===== config.mk =====
export PLATFORM = sky130hd
export DESIGN_NAME = aag_area_access_guard_unit
export DESIGN_NICKNAME = d
export VERILOG_FILES = /design/src/hdl/aag_area_decode.v /design/src/hdl/aag_area_access_guard_unit.v
export VERILOG_INCLUDE_DIRS = /design/src /design/src/inc
export SDC_FILE = /design/constraint.sdc
export NUM_CORES = 1
export LEC_CHECK = 0
export ABC_AREA = 1
export BUFFER_PORTS_ARGS = -buffer_cell sky130_fd_sc_hd__buf_2
export CAP_MARGIN = 10
export CORE_AREA = 2 2 184 186
export CTS_CLUSTER_DIAMETER = 120
export DETAILED_ROUTE_END_ITERATION = 10
export DIE_AREA = 0 0 186 188
export PLACE_DENSITY = 0.71
export SLEW_MARGIN = 20
export SYNTH_ARGS = -nofsm -noshare
export SYNTH_HDL_FRONTEND = slang
export SYNTH_HIERARCHICAL = 1
export SYNTH_SLANG_ARGS = --single-unit
export TNS_END_PERCENT = 20

===== constraint.sdc =====
create_clock -name REF_CLK -period 3.7 [get_ports REF_CLK]
set_input_delay 0.74 -clock REF_CLK [delete_from_list [all_inputs] [get_ports REF_CLK]]
set_output_delay 0.74 -clock REF_CLK [all_outputs]
set_load 0.01 [all_outputs]

===== src/inc/aag_regs.vh =====
`ifndef AAG_REGS_VH
`define AAG_REGS_VH

// Bus widths
`define AAG_ADDR_W        16
`define AAG_DATA_W        16

// Memory map: inclusive bounds of each area
`define AAG_ROM_LO        16'h0000
`define AAG_ROM_HI        16'h3FFF
`define AAG_RAM_LO        16'h4000
`define AAG_RAM_HI        16'h5FFF
`define AAG_CTRL_LO       16'h6000
`define AAG_CTRL_HI       16'h601F
`define AAG_FLASH_LO      16'h8000
`define AAG_FLASH_HI      16'hFFFF

// Area codes
`define AAG_AREA_ROM      2'h0
`define AAG_AREA_RAM      2'h1
`define AAG_AREA_FLASH    2'h2
`define AAG_AREA_CTRL     2'h3

// Operation codes, also the bit position in a permission entry
`define AAG_OP_READ       2'h0
`define AAG_OP_WRITE      2'h1
`define AAG_OP_DELETE     2'h2
`define AAG_OP_EXEC       2'h3

// Permission table layout: index = mode * stride + source * areas + target
`define AAG_PERM_W        4
`define AAG_N_ENTRIES     18
`define AAG_FUSE_W        72
`define AAG_N_AREAS       5'h03
`define AAG_MODE_STRIDE   5'h09
`define AAG_IDX_W         5
`define AAG_IDX_LAST      5'h11
`define AAG_IDX_LOCK      5'h1F
`define AAG_LOCK_BIT      0

// Default entries after reset
`define AAG_DEF_USER_PERM 4'h0
`define AAG_DEF_PRIV_PERM 4'hF

// Load count at which manufacturing settings are taken after reset release; the load state lasts one cycle more
`define AAG_LOAD_CYCLES   3

// One-hot states
`define AAG_ST_LOAD       4'h1
`define AAG_ST_IDLE       4'h2
`define AAG_ST_MEM        4'h4
`define AAG_ST_RSP        4'h8

`endif


===== src/hdl/aag_area_decode.v =====
`timescale 1ns/1ps
`include "aag_regs.vh"

module aag_area_decode (
  // Address in
  input  wire [`AAG_ADDR_W-1:0] addr,
  // Decoded area
  output reg  [1:0]             area,
  output reg                    hit
);

  always @* begin
    area = `AAG_AREA_ROM;
    hit  = 1'b1;
    if (addr >= `AAG_ROM_LO && addr <= `AAG_ROM_HI) begin
      area = `AAG_AREA_ROM;
    end else if (addr >= `AAG_RAM_LO && addr <= `AAG_RAM_HI) begin
      area = `AAG_AREA_RAM;
    end else if (addr >= `AAG_CTRL_LO && addr <= `AAG_CTRL_HI) begin
      area = `AAG_AREA_CTRL;
    end else if (addr >= `AAG_FLASH_LO && addr <= `AAG_FLASH_HI) begin
      area = `AAG_AREA_FLASH;
    end else begin
      hit = 1'b0;
    end
  end

endmodule


===== src/hdl/aag_area_access_guard_unit.v =====
// How it works
// - Every read, write, delete and execute request is checked, with privilege and user mode as separate subjects.
// - Only privileged code may write, delete or lock permission entries; user attempts change nothing.
// - ROM, RAM and flash are all decoded as guarded areas; anything unmapped is refused.
// - The decision uses the area the code runs from, the area addressed and the operation.
// - The decision is made before the memory sees the request; a refused one never reaches it and returns zero data.
// - No bypass exists: memory access is granted only by the selected permission bit.
// - Reset puts every permission entry at a fixed default value.
// - Privileged code may replace default entries with its own initial values.
// - Entries may come from manufacturing fuse settings loaded after reset or from run-time writes.
// - Entries are managed through control registers in a dedicated address window.
`timescale 1ns/1ps
`include "aag_regs.vh"

module aag_area_access_guard_unit #(
  parameter ADDR_W      = `AAG_ADDR_W,
  parameter DATA_W      = `AAG_DATA_W,
  parameter LOAD_CYCLES = `AAG_LOAD_CYCLES
) (
  // Clock and reset
  input  wire                 REF_CLK,
  input  wire                 SYS_RST,
  // Manufacturing settings
  input  wire                 FUSE_LOAD,
  input  wire [`AAG_FUSE_W-1:0] FUSE_PERM,
  // Core request
  input  wire                 REQ_VALID,
  output wire                 REQ_READY,
  input  wire                 REQ_PRIV,
  input  wire [1:0]           REQ_OP,
  input  wire [ADDR_W-1:0]    REQ_FETCH_ADDR,
  input  wire [ADDR_W-1:0]    REQ_ADDR,
  input  wire [DATA_W-1:0]    REQ_WDATA,
  // Core response
  output wire                 RSP_VALID,
  output wire                 RSP_VIOLATION,
  output wire [DATA_W-1:0]    RSP_RDATA,
  // Memory side
  output wire                 MEM_VALID,
  output wire [1:0]           MEM_OP,
  output wire [ADDR_W-1:0]    MEM_ADDR,
  output wire [DATA_W-1:0]    MEM_WDATA,
  input  wire                 MEM_DONE,
  input  wire [DATA_W-1:0]    MEM_RDATA
);

  function [`AAG_IDX_W-1:0] perm_index;
    input       mode;
    input [1:0] src;
    input [1:0] tgt;
    begin
      perm_index = (mode ? `AAG_MODE_STRIDE : {`AAG_IDX_W{1'b0}})
                   + ({3'b000, src} * `AAG_N_AREAS) + {3'b000, tgt};
    end
  endfunction

  reg  [3:0]               state_reg;
  reg  [3:0]               state_next;
  reg  [7:0]               load_cnt_reg;
  reg                      fuse_load_s1_reg;
  reg                      fuse_load_s2_reg;
  reg  [`AAG_FUSE_W-1:0]   fuse_perm_s1_reg;
  reg  [`AAG_FUSE_W-1:0]   fuse_perm_s2_reg;
  reg  [`AAG_PERM_W-1:0]   perm_reg [0:`AAG_N_ENTRIES-1];
  reg                      lock_reg;
  reg                      mem_valid_reg;
  reg  [1:0]               mem_op_reg;
  reg  [ADDR_W-1:0]        mem_addr_reg;
  reg  [DATA_W-1:0]        mem_wdata_reg;
  reg                      rsp_valid_reg;
  reg                      rsp_viol_reg;
  reg  [DATA_W-1:0]        rsp_rdata_reg;
  wire [1:0]               src_area;
  wire                     src_hit;
  wire [1:0]               tgt_area;
  wire                     tgt_hit;
  wire [`AAG_IDX_W-1:0]    sel_idx;
  wire [`AAG_PERM_W-1:0]   sel_perm;
  wire                     src_ok;
  wire                     tgt_mem;
  wire                     tgt_ctrl;
  wire                     mem_permit;
  wire [`AAG_IDX_W-1:0]    cfg_idx;
  wire                     cfg_entry;
  wire                     cfg_lock;
  wire                     cfg_permit;
  wire                     cfg_change;
  wire                     req_take;
  wire [DATA_W-1:0]        cfg_rdata;
  integer                  i;

  aag_area_decode u_src_decode (
    .addr (REQ_FETCH_ADDR),
    .area (src_area),
    .hit  (src_hit)
  );

  aag_area_decode u_tgt_decode (
    .addr (REQ_ADDR),
    .area (tgt_area),
    .hit  (tgt_hit)
  );

  assign req_take   = (state_reg == `AAG_ST_IDLE) && REQ_VALID;
  assign REQ_READY  = (state_reg == `AAG_ST_IDLE);

  // Code may only run from a memory area, never from the control window
  assign src_ok     = src_hit && (src_area != `AAG_AREA_CTRL);
  assign tgt_mem    = tgt_hit && (tgt_area != `AAG_AREA_CTRL);
  assign tgt_ctrl   = tgt_hit && (tgt_area == `AAG_AREA_CTRL);
  assign sel_idx    = perm_index(REQ_PRIV, src_area, tgt_area);
  assign sel_perm   = perm_reg[sel_idx];
  assign mem_permit = src_ok && tgt_mem && sel_perm[REQ_OP];

  // Control window: entry index in the low address bits
  assign cfg_idx    = REQ_ADDR[`AAG_IDX_W-1:0];
  assign cfg_entry  = (cfg_idx <= `AAG_IDX_LAST);
  assign cfg_lock   = (cfg_idx == `AAG_IDX_LOCK);
  assign cfg_permit = tgt_ctrl && src_ok && REQ_PRIV && (cfg_entry || cfg_lock)
                      && (REQ_OP != `AAG_OP_EXEC)
                      && ((REQ_OP == `AAG_OP_READ) || !lock_reg);
  assign cfg_change = req_take && cfg_permit && (REQ_OP != `AAG_OP_READ);
  assign cfg_rdata  = cfg_lock ? {{(DATA_W-1){1'b0}}, lock_reg}
                               : {{(DATA_W-`AAG_PERM_W){1'b0}}, perm_reg[cfg_idx]};

  always @* begin
    state_next = state_reg;
    case (state_reg)
      `AAG_ST_LOAD: begin
        if (load_cnt_reg == LOAD_CYCLES[7:0]) begin
          state_next = `AAG_ST_IDLE;
        end
      end
      `AAG_ST_IDLE: begin
        if (req_take && mem_permit) begin
          state_next = `AAG_ST_MEM;
        end else if (req_take) begin
          state_next = `AAG_ST_RSP;
        end
      end
      `AAG_ST_MEM: begin
        if (MEM_DONE) begin
          state_next = `AAG_ST_RSP;
        end
      end
      `AAG_ST_RSP: begin
        state_next = `AAG_ST_IDLE;
      end
      default: begin
        state_next = `AAG_ST_LOAD;
      end
    endcase
  end

  // Fuse settings come from outside this clock domain
  always @(posedge REF_CLK) begin
    fuse_load_s1_reg <= FUSE_LOAD;
    fuse_load_s2_reg <= fuse_load_s1_reg;
    fuse_perm_s1_reg <= FUSE_PERM;
    fuse_perm_s2_reg <= fuse_perm_s1_reg;
  end

  always @(posedge REF_CLK) begin
    if (SYS_RST) begin
      state_reg    <= `AAG_ST_LOAD;
      load_cnt_reg <= 8'h00;
      lock_reg     <= 1'b0;
      for (i = 0; i < `AAG_N_ENTRIES; i = i + 1) begin
        perm_reg[i] <= (i >= `AAG_MODE_STRIDE) ? `AAG_DEF_PRIV_PERM : `AAG_DEF_USER_PERM;
      end
    end else begin
      state_reg <= state_next;
      if (state_reg == `AAG_ST_LOAD) begin
        load_cnt_reg <= load_cnt_reg + 8'h01;
        if (load_cnt_reg == LOAD_CYCLES[7:0] && fuse_load_s2_reg) begin
          for (i = 0; i < `AAG_N_ENTRIES; i = i + 1) begin
            perm_reg[i] <= fuse_perm_s2_reg[i*`AAG_PERM_W +: `AAG_PERM_W];
          end
        end
      end
      if (cfg_change && cfg_lock && REQ_OP == `AAG_OP_WRITE) begin
        lock_reg <= REQ_WDATA[`AAG_LOCK_BIT];
      end
      if (cfg_change && cfg_entry) begin
        if (REQ_OP == `AAG_OP_WRITE) begin
          perm_reg[cfg_idx] <= REQ_WDATA[`AAG_PERM_W-1:0];
        end else begin
          perm_reg[cfg_idx] <= (cfg_idx >= `AAG_MODE_STRIDE) ? `AAG_DEF_PRIV_PERM
                                                            : `AAG_DEF_USER_PERM;
        end
      end
    end
  end

  // Memory request only after a grant
  always @(posedge REF_CLK) begin
    if (SYS_RST) begin
      mem_valid_reg <= 1'b0;
      mem_op_reg    <= `AAG_OP_READ;
      mem_addr_reg  <= {ADDR_W{1'b0}};
      mem_wdata_reg <= {DATA_W{1'b0}};
    end else begin
      if (req_take && mem_permit) begin
        mem_valid_reg <= 1'b1;
        mem_op_reg    <= REQ_OP;
        mem_addr_reg  <= REQ_ADDR;
        mem_wdata_reg <= REQ_WDATA;
      end else if (state_reg == `AAG_ST_MEM && MEM_DONE) begin
        mem_valid_reg <= 1'b0;
      end
    end
  end

  always @(posedge REF_CLK) begin
    if (SYS_RST) begin
      rsp_valid_reg <= 1'b0;
      rsp_viol_reg  <= 1'b0;
      rsp_rdata_reg <= {DATA_W{1'b0}};
    end else begin
      rsp_valid_reg <= 1'b0;
      rsp_viol_reg  <= 1'b0;
      rsp_rdata_reg <= {DATA_W{1'b0}};
      if (req_take && !mem_permit) begin
        rsp_valid_reg <= 1'b1;
        rsp_viol_reg  <= !cfg_permit;
        if (cfg_permit && REQ_OP == `AAG_OP_READ) begin
          rsp_rdata_reg <= cfg_rdata;
        end
      end else if (state_reg == `AAG_ST_MEM && MEM_DONE) begin
        rsp_valid_reg <= 1'b1;
        if (mem_op_reg == `AAG_OP_READ || mem_op_reg == `AAG_OP_EXEC) begin
          rsp_rdata_reg <= MEM_RDATA;
        end
      end
    end
  end

  assign MEM_VALID     = mem_valid_reg;
  assign MEM_OP        = mem_op_reg;
  assign MEM_ADDR      = mem_addr_reg;
  assign MEM_WDATA     = mem_wdata_reg;
  assign RSP_VALID     = rsp_valid_reg;
  assign RSP_VIOLATION = rsp_viol_reg;
  assign RSP_RDATA     = rsp_rdata_reg;

endmodule


Yosys cells after proc, flatten, opt, wreduce, memory -nomap -nowiden
Memories as Yosys holds them, arrays and structs flattened.
Cells that the tools add are included.
Operators by class
  add/subtract/negate cells: 3
  multiply operators: 1
  order comparisons: 19
  equality and inequality tests: 15
  mux-type cells: 70
  bitwise logic cells: 20
  reductions and logical operators: 42
Operators with widths (number)
  4-bit two-way mux: 28
  16-bit by 15-bit >= comparator with 1-bit output (second input constant): 4
  16-bit by 15-bit <= comparator with 1-bit output (second input constant): 4
  16-bit two-way mux: 3
  16-bit by 1-bit >= comparator with 1-bit output (second input constant): 2
  16-bit >= comparator (second input constant): 2
  16-bit by 14-bit <= comparator with 1-bit output (second input constant): 2
  16-bit <= comparator (second input constant): 2
  1-bit logical AND: 29
  1-bit two-way mux: 28
  1-bit bitwise OR: 19
  2-bit two-way mux: 8
  4-bit case mux with 4 select lines: 1
  8-bit by 1-bit adder with 8-bit output (second input constant): 1
  8-bit by 2-bit equality test with 1-bit output (second input constant): 1
  2-bit != test (second input constant): 4
  4-bit by 4-bit adder with 5-bit output: 1
  5-bit by 2-bit adder with 5-bit output: 1
  5-bit equality test (second input constant): 1
  5-bit by 4-bit >= comparator with 1-bit output (second input constant): 1
  5-bit <= comparator (second input constant): 1
  5-bit two-way mux: 1
  2-bit equality test (second input constant): 2
  4-bit by 1-bit equality test with 1-bit output (second input constant): 1
  17 further kinds: 23
Word-level totals
  bits in registers: 212
  memory bits (writable): 72
  input port bits: 144
  output and inout port bits: 54
  logic and storage cells: 185
  memories: 1
Memory list
  perm_reg: words 18, bits a word 4, read ports 2, clocked after memory_dff 0, wr ports 18, RTL line aag_area_access_guard_unit.v:64  | reg [`AAG_PERM_W-1:0] perm_reg [0:`AAG_N_ENTRIES-1];

Depth between registers and ports, before layout
  depth after elaboration: 22
  mapped depth: 25
  gate-level depth less buffers: 23

Cells and area by module
Netlist, hierarchy kept.
Modules (own cells, without submodules)
  aag_area_access_guard_unit: times used 1, cells each 1344, area each 12801.0 sq um, seq. area each 8087.8 sq um
  aag_area_decode: times used 2, cells each 22, area each 96.3 sq um, seq. area each 0.0 sq um

Worst setup path after synthesis
No wires, ideal clock.
  path kind: input -> register
  start point: input REQ_FETCH_ADDR[12]
  end point: register mem_op_reg[0] (netlist: MEM_OP[0])
  library setup time: 0.132 ns
  arrival time: 3.625 ns
  required time: 3.568 ns
  path slack: -0.058 ns
  stages on the path: 24
  buffers on the path: 3
  cell sequence: inv_1 -> nand2_1 -> nor2_2 -> nand3_2 -> nand2_1 -> fa_1 -> inv_1 -> fa_1 -> buf_2 -> inv_2 -> buf_2 -> nand3_1 -> nand3_1 -> nand2_1 -> nand2_1 -> nand3_1 -> nand2_1 -> nand2_1 -> nand3_2 -> nor2_8 -> nand2_4 -> buf_4 -> nand2_1 -> a21oi_1
Between the ends
  elaborated cells on any way between the ends: 31
  classes of those cells: add/sub (2); mul (1); order compare (8); eq/ne (1); mux (10); reduce/logical (8); memory (1)
RTL lines
  start, declared: RTL line aag_area_access_guard_unit.v:31  | input wire [ADDR_W-1:0] REQ_FETCH_ADDR,
  16-bit by 15-bit >= comparator with 1-bit output (no source line) / 16-bit by 15-bit <= comparator with 1-bit output (equally long branches)
  1-bit logical AND (no source line)
  2-bit two-way mux: RTL line aag_area_decode.v:19  | end else if (addr >= `AAG_CTRL_LO && addr <= `AAG_CTRL_HI) begin
  2-bit two-way mux: RTL line aag_area_decode.v:17  | end else if (addr >= `AAG_RAM_LO && addr <= `AAG_RAM_HI) begin
  2-bit two-way mux (*): RTL line aag_area_decode.v:15  | if (addr >= `AAG_ROM_LO && addr <= `AAG_ROM_HI) begin
  via src_area[0]: RTL line aag_area_access_guard_unit.v:73  | wire [1:0] src_area;
  2-bit by 2-bit multiplier with 4-bit output (no source line)
  4-bit by 4-bit adder with 5-bit output: RTL line aag_area_access_guard_unit.v:52  | perm_index = (mode ? `AAG_MODE_STRIDE : {`AAG_IDX_W{1'b0}})
  5-bit by 2-bit adder with 5-bit output: RTL line aag_area_access_guard_unit.v:52
  memory 18 x 4 bit
  1-bit binary-select mux with 2-bit select: RTL line aag_area_access_guard_unit.v:113  | assign mem_permit = src_ok && tgt_mem && sel_perm[REQ_OP];
  1-bit two-way mux (implied by the code): RTL line aag_area_access_guard_unit.v:113
  1-bit logical AND (*): RTL line aag_area_access_guard_unit.v:113
  1-bit logical AND (*): RTL line aag_area_access_guard_unit.v:203  | if (req_take && mem_permit) begin
  end signal, assigned: RTL line aag_area_access_guard_unit.v:199  | mem_op_reg <= `AAG_OP_READ;
  end, declared: RTL line aag_area_access_guard_unit.v:67  | reg [1:0] mem_op_reg;
The timed path passes the listed nets; every way through them passes the cells marked *. The select of a mux whose other input is x is not followed.
A chain may end at the register's enable or synchronous reset.

Worst setup path in the final report
  start point: input REQ_FETCH_ADDR[6]
  end point: register mem_wdata_reg[11] (netlist: MEM_WDATA[11])
Between the ends
  word-level cells in the longest chain between the ends: 14
  elaborated cells on any way between the ends: 31
  classes of those cells: add/sub (2); mul (1); order compare (8); eq/ne (1); mux (10); reduce/logical (8); memory (1)
RTL lines
  16-bit >= comparator (no source line) / 16-bit <= comparator (equally long branches)
  1-bit logical AND (no source line)
  2-bit two-way mux: RTL line aag_area_decode.v:21  | end else if (addr >= `AAG_FLASH_LO && addr <= `AAG_FLASH_HI) begin
  2-bit two-way mux: RTL line aag_area_decode.v:19
  2-bit two-way mux: RTL line aag_area_decode.v:17
  2-bit two-way mux (*): RTL line aag_area_decode.v:15
  via src_area[1]: RTL line aag_area_access_guard_unit.v:73
  2-bit by 2-bit multiplier with 4-bit output (no source line)
  4-bit by 4-bit adder with 5-bit output: RTL line aag_area_access_guard_unit.v:52
  5-bit by 2-bit adder with 5-bit output: RTL line aag_area_access_guard_unit.v:52
  memory 18 x 4 bit
  1-bit binary-select mux with 2-bit select: RTL line aag_area_access_guard_unit.v:113
  1-bit two-way mux (implied by the code): RTL line aag_area_access_guard_unit.v:113
  1-bit logical AND (*): RTL line aag_area_access_guard_unit.v:113
  1-bit logical AND (*): RTL line aag_area_access_guard_unit.v:203
  end signal, assigned: RTL line aag_area_access_guard_unit.v:201  | mem_wdata_reg <= {DATA_W{1'b0}};
  end, declared: RTL line aag_area_access_guard_unit.v:69  | reg [DATA_W-1:0] mem_wdata_reg;
Marks and branches as above.

==> reports/summary.md <==
• sky130_fd_sc_hd__fa_2 — slowest stage cell on the critical path
• 10317 — vias in the first global route
• 10 — number of cells on the worst reg-to-reg path
• 36 — number of buffers added by the clock tree synthesis step
• 97.5% — Period Utilization, post-route
• 67 — floorplan row count
• 9.36 µm² — Syn Area/Cell
• 0.933 — Routability Congestion
• 2 — depth of the CTS H-tree
• 5 — detailed-router iteration count before antenna repair
• 0.55 ns — later-pin clock latency in the skew report
• 7 — Crit path buffers/inverters
• buf_2 > inv_1 > nand2_1 > nor2_2 > nand3_2 > buf_4 > nand2_2 > fa_1 > inv_1 > fa_2 > inv_4 > buf_12 > nand3_1 > nand3_1 > nand3_1 > nand3_2 > nand2_1 > nand2_1 > nand2_2 > nor2_8 > nand2_4 > clkbuf_16 > nand2_1 > a21oi_1 — cell breakdown of the critical path
• 277 MHz — maximum clock rate
• 39.2% — initial core utilization
• 0 — final count of negative-setup-slack endpoints
• 0.0402 ns — Layout Skew
• yes — unrepaired setup endpoints after global routing
• 43 — count of distinct cell types in the synthesized netlist
• 19.0% — Tot GR Track Use
• 0 — Fin. Hold Viols
• 62.2% — post-synthesis sequential area ratio
• sky130_fd_sc_hd__nand2_1, sky130_fd_sc_hd__dfxtp_1, sky130_fd_sc_hd__buf_2 — leading cell types in the layout, fill and taps excluded
• 0 — Detail Route Antenna Nets
• 15.7 µm — average wire per standard cell
• primary input to register — Worst Path Class, Setup
• 198 — number of ports placed on the die boundary
• 0 — MaxCap Viol Count
• 34200 µm — Routed Wire Length
• 340 — register bit total from synthesis
• 0.50 ns — peak per-stage delay on the critical path
• 8.93 mW — total power of the final layout
• 52300 µm — first-pass GRT wire length
• 188 µm — DIE HEIGHT
• 0 — total count of max-transition violations in the final report
• 340 — # clock sinks
• 0.682 ns — slew at the pin with the worst max-slew slack
• 0.0130 mm² — post-synth design cell area
• 2106 — total instance count after detailed placement
• sky130_fd_sc_hd__clkbuf_16 — clock root buffer
• 39 — maximum number of pins on one net before global-route repair
• 0.0350 mm² — die area
• 1 — number of antenna violations at the first check in global routing
• built — clock tree from TritonCTS
• 192 — Port Buffers
• 22.9% — fraction of layout instances using a drive strength above 1
• 128 — max FFs per register
• 10813 — Via Count
• 1388 — synthesized instance count
• primary input to register — type of the worst min-delay path
• 0.446 mV — Peak supply drop
• primary input — kind of launch point of the worst setup path
• 0.06 ns — clock transition at the register clock pins on the worst setup and hold paths after CTS
• 0.0331 mm² — core footprint
• 186 µm — die width
• finished clean — result of the run
• 1850 — final layout net count
• sky130_fd_sc_hd__dfxtp_1 — prevailing post-synth register cell
• 3.61 ns — crit path time final
• 1 — Worst Hold Path Cells
• 0% — async set-or-reset flop fraction in the synthesized netlist
• 24 — Crit. path cell count
• 7.30 nW — leakage dissipation
• 3.99 ns — crit path DAT
• 49.8% — Final Core Density
• 892 — DRC marker count from the first detailed-route iteration
• 128 — number of enable-type register cells in the synthesized netlist
• 541 mW/mm² — power density over cell area
• simple AND/OR/NAND/NOR gates — family with the most delay on the worst path
• 0 — detailed-route DRC error count
• 4.98 — via/cell ratio
• sky130_fd_sc_hd__nand2_1 — most frequent cell on the critical path
• 0 — Post-CTS Hold Buffers
• 0 — GRT Residual Overflow
• 1.29 ns — setup slack on the worst flop-to-flop path
• 0 ns — Fin Setup TNS
• 3 — CTS Buffer Depth
• 20 — largest fanout on the critical path
• sky130_fd_sc_hd__nand2_1 — most frequent standard cell in the layout excluding fill and tap cells
• 24300 µm — DPL Wire Length
• 27.0% — area added between synthesis and finish
• 54.4% — Max-Slew Margin vs Limit
• register — sort of element at the end of the critical path
• 6 — number of warning messages in the yosys log
• 2172 — Post-Layout Cell Count
• 4.09 ns — endpoint required time on the critical path
per-stage QoR:
stage / hold slack (ns) / setup WS [ns] / area [µm²]
after floorplan: 0.310 / -0.0128 / 13200
after global placement: 0.313 / -0.454 / 15200
after detailed placement: 0.312 / -0.501 / 15200
after CTS: 0.292 / 0.00810 / 16400
after global routing: 0.286 / -0.0644 / 16500
final: 0.303 / 0.0933 / 16500
power breakdown:
part           switching (mW)  internal (mW)  leakage [nW]
combinational           0.759          0.467          3.79
sequential             0.0882           4.10          2.93
clock                    1.48           2.02         0.586
timing repair:
action                                 CTS  global route
setup endpoints to repair                0            43
gates resized for setup                  0            25
buffers inserted                         0             1
endpoints found under the hold margin    0             0
worst register-to-register path, delay by kind of cell (launching register included):
kind | cells | cell delay (ns)
buffers and inverters | 3 | 0.48
AND/OR/NAND/NOR | 6 | 1.04
flip-flops | 1 | 0.33
AO/OA/AOI/OAI | 1 | 0.26
cell usage after synthesis, drive strengths merged (2+ instances only):
master | n | area share, %
fa | 2 | 0.31
nor2 | 109 | 3.5
o31ai | 3 | 0.17
edfxtp | 128 | 30
a221oi | 3 | 0.20
nand4 | 8 | 0.39
xor2 | 2 | 0.19
nand2 | 339 | 10
dfxtp | 212 | 33
a21oi | 89 | 3.4
inv | 123 | 3.6
buf | 31 | 1.6
clkbuf | 28 | 0.81
nand3 | 139 | 5.5
clkinv | 3 | 0.087
a22oi | 26 | 1.5
nor3b | 2 | 0.12
o211ai | 9 | 0.52
o21ai | 81 | 3.1
nor4 | 2 | 0.096
nor3 | 18 | 0.73
ha | 6 | 0.58
o22ai | 17 | 0.82
final timing paths:
kind                                 from                            to
min                         FUSE_PERM[22]  fuse_perm_s1_reg[22]$_DFF_P_
max reg2reg     state_reg[2]$_SDFFE_PP0P_     perm_reg[13][1]$_DFFE_PP_
min reg2reg  fuse_perm_s1_reg[10]$_DFF_P_  fuse_perm_s2_reg[10]$_DFF_P_
max                     REQ_FETCH_ADDR[6]    MEM_WDATA[11]$_SDFFE_PP0P_
final cells by class:
class	instances	area, µm²
fillers	3077	16600
flip-flops and latches	340	8090
multi-input cells	918	4410
repair buffers	276	1800
clock buffers	50	1060
well taps	448	561
inverters	126	475
clock inverters	13	108
diodes	1	2.50
metal layers:
layer  share of wire, %  vias up  global-route usage [%]
li1                   -     5211                       -
met2                 46      559                    31.6
met1                 41     4955                    24.2
met3                9.5       88                    3.83
met5                  0        -                       0
met4                3.1        0                    7.30
cell families after synthesis:
group / count (synthesis) / share of synthesized area (%)
xor gates and xnor gates: 3 / 0.318
and+or+nand+nor: 619 / 20.4
DFF: 340 / 62.2
adders and majority gates: 8 / 0.886
other: 1 / 0.0289
AOI/OAI and AO/OA: 232 / 10.0
buffers and inverters: 185 / 6.08
No activity file was read; power rests on OpenSTA's default activity.
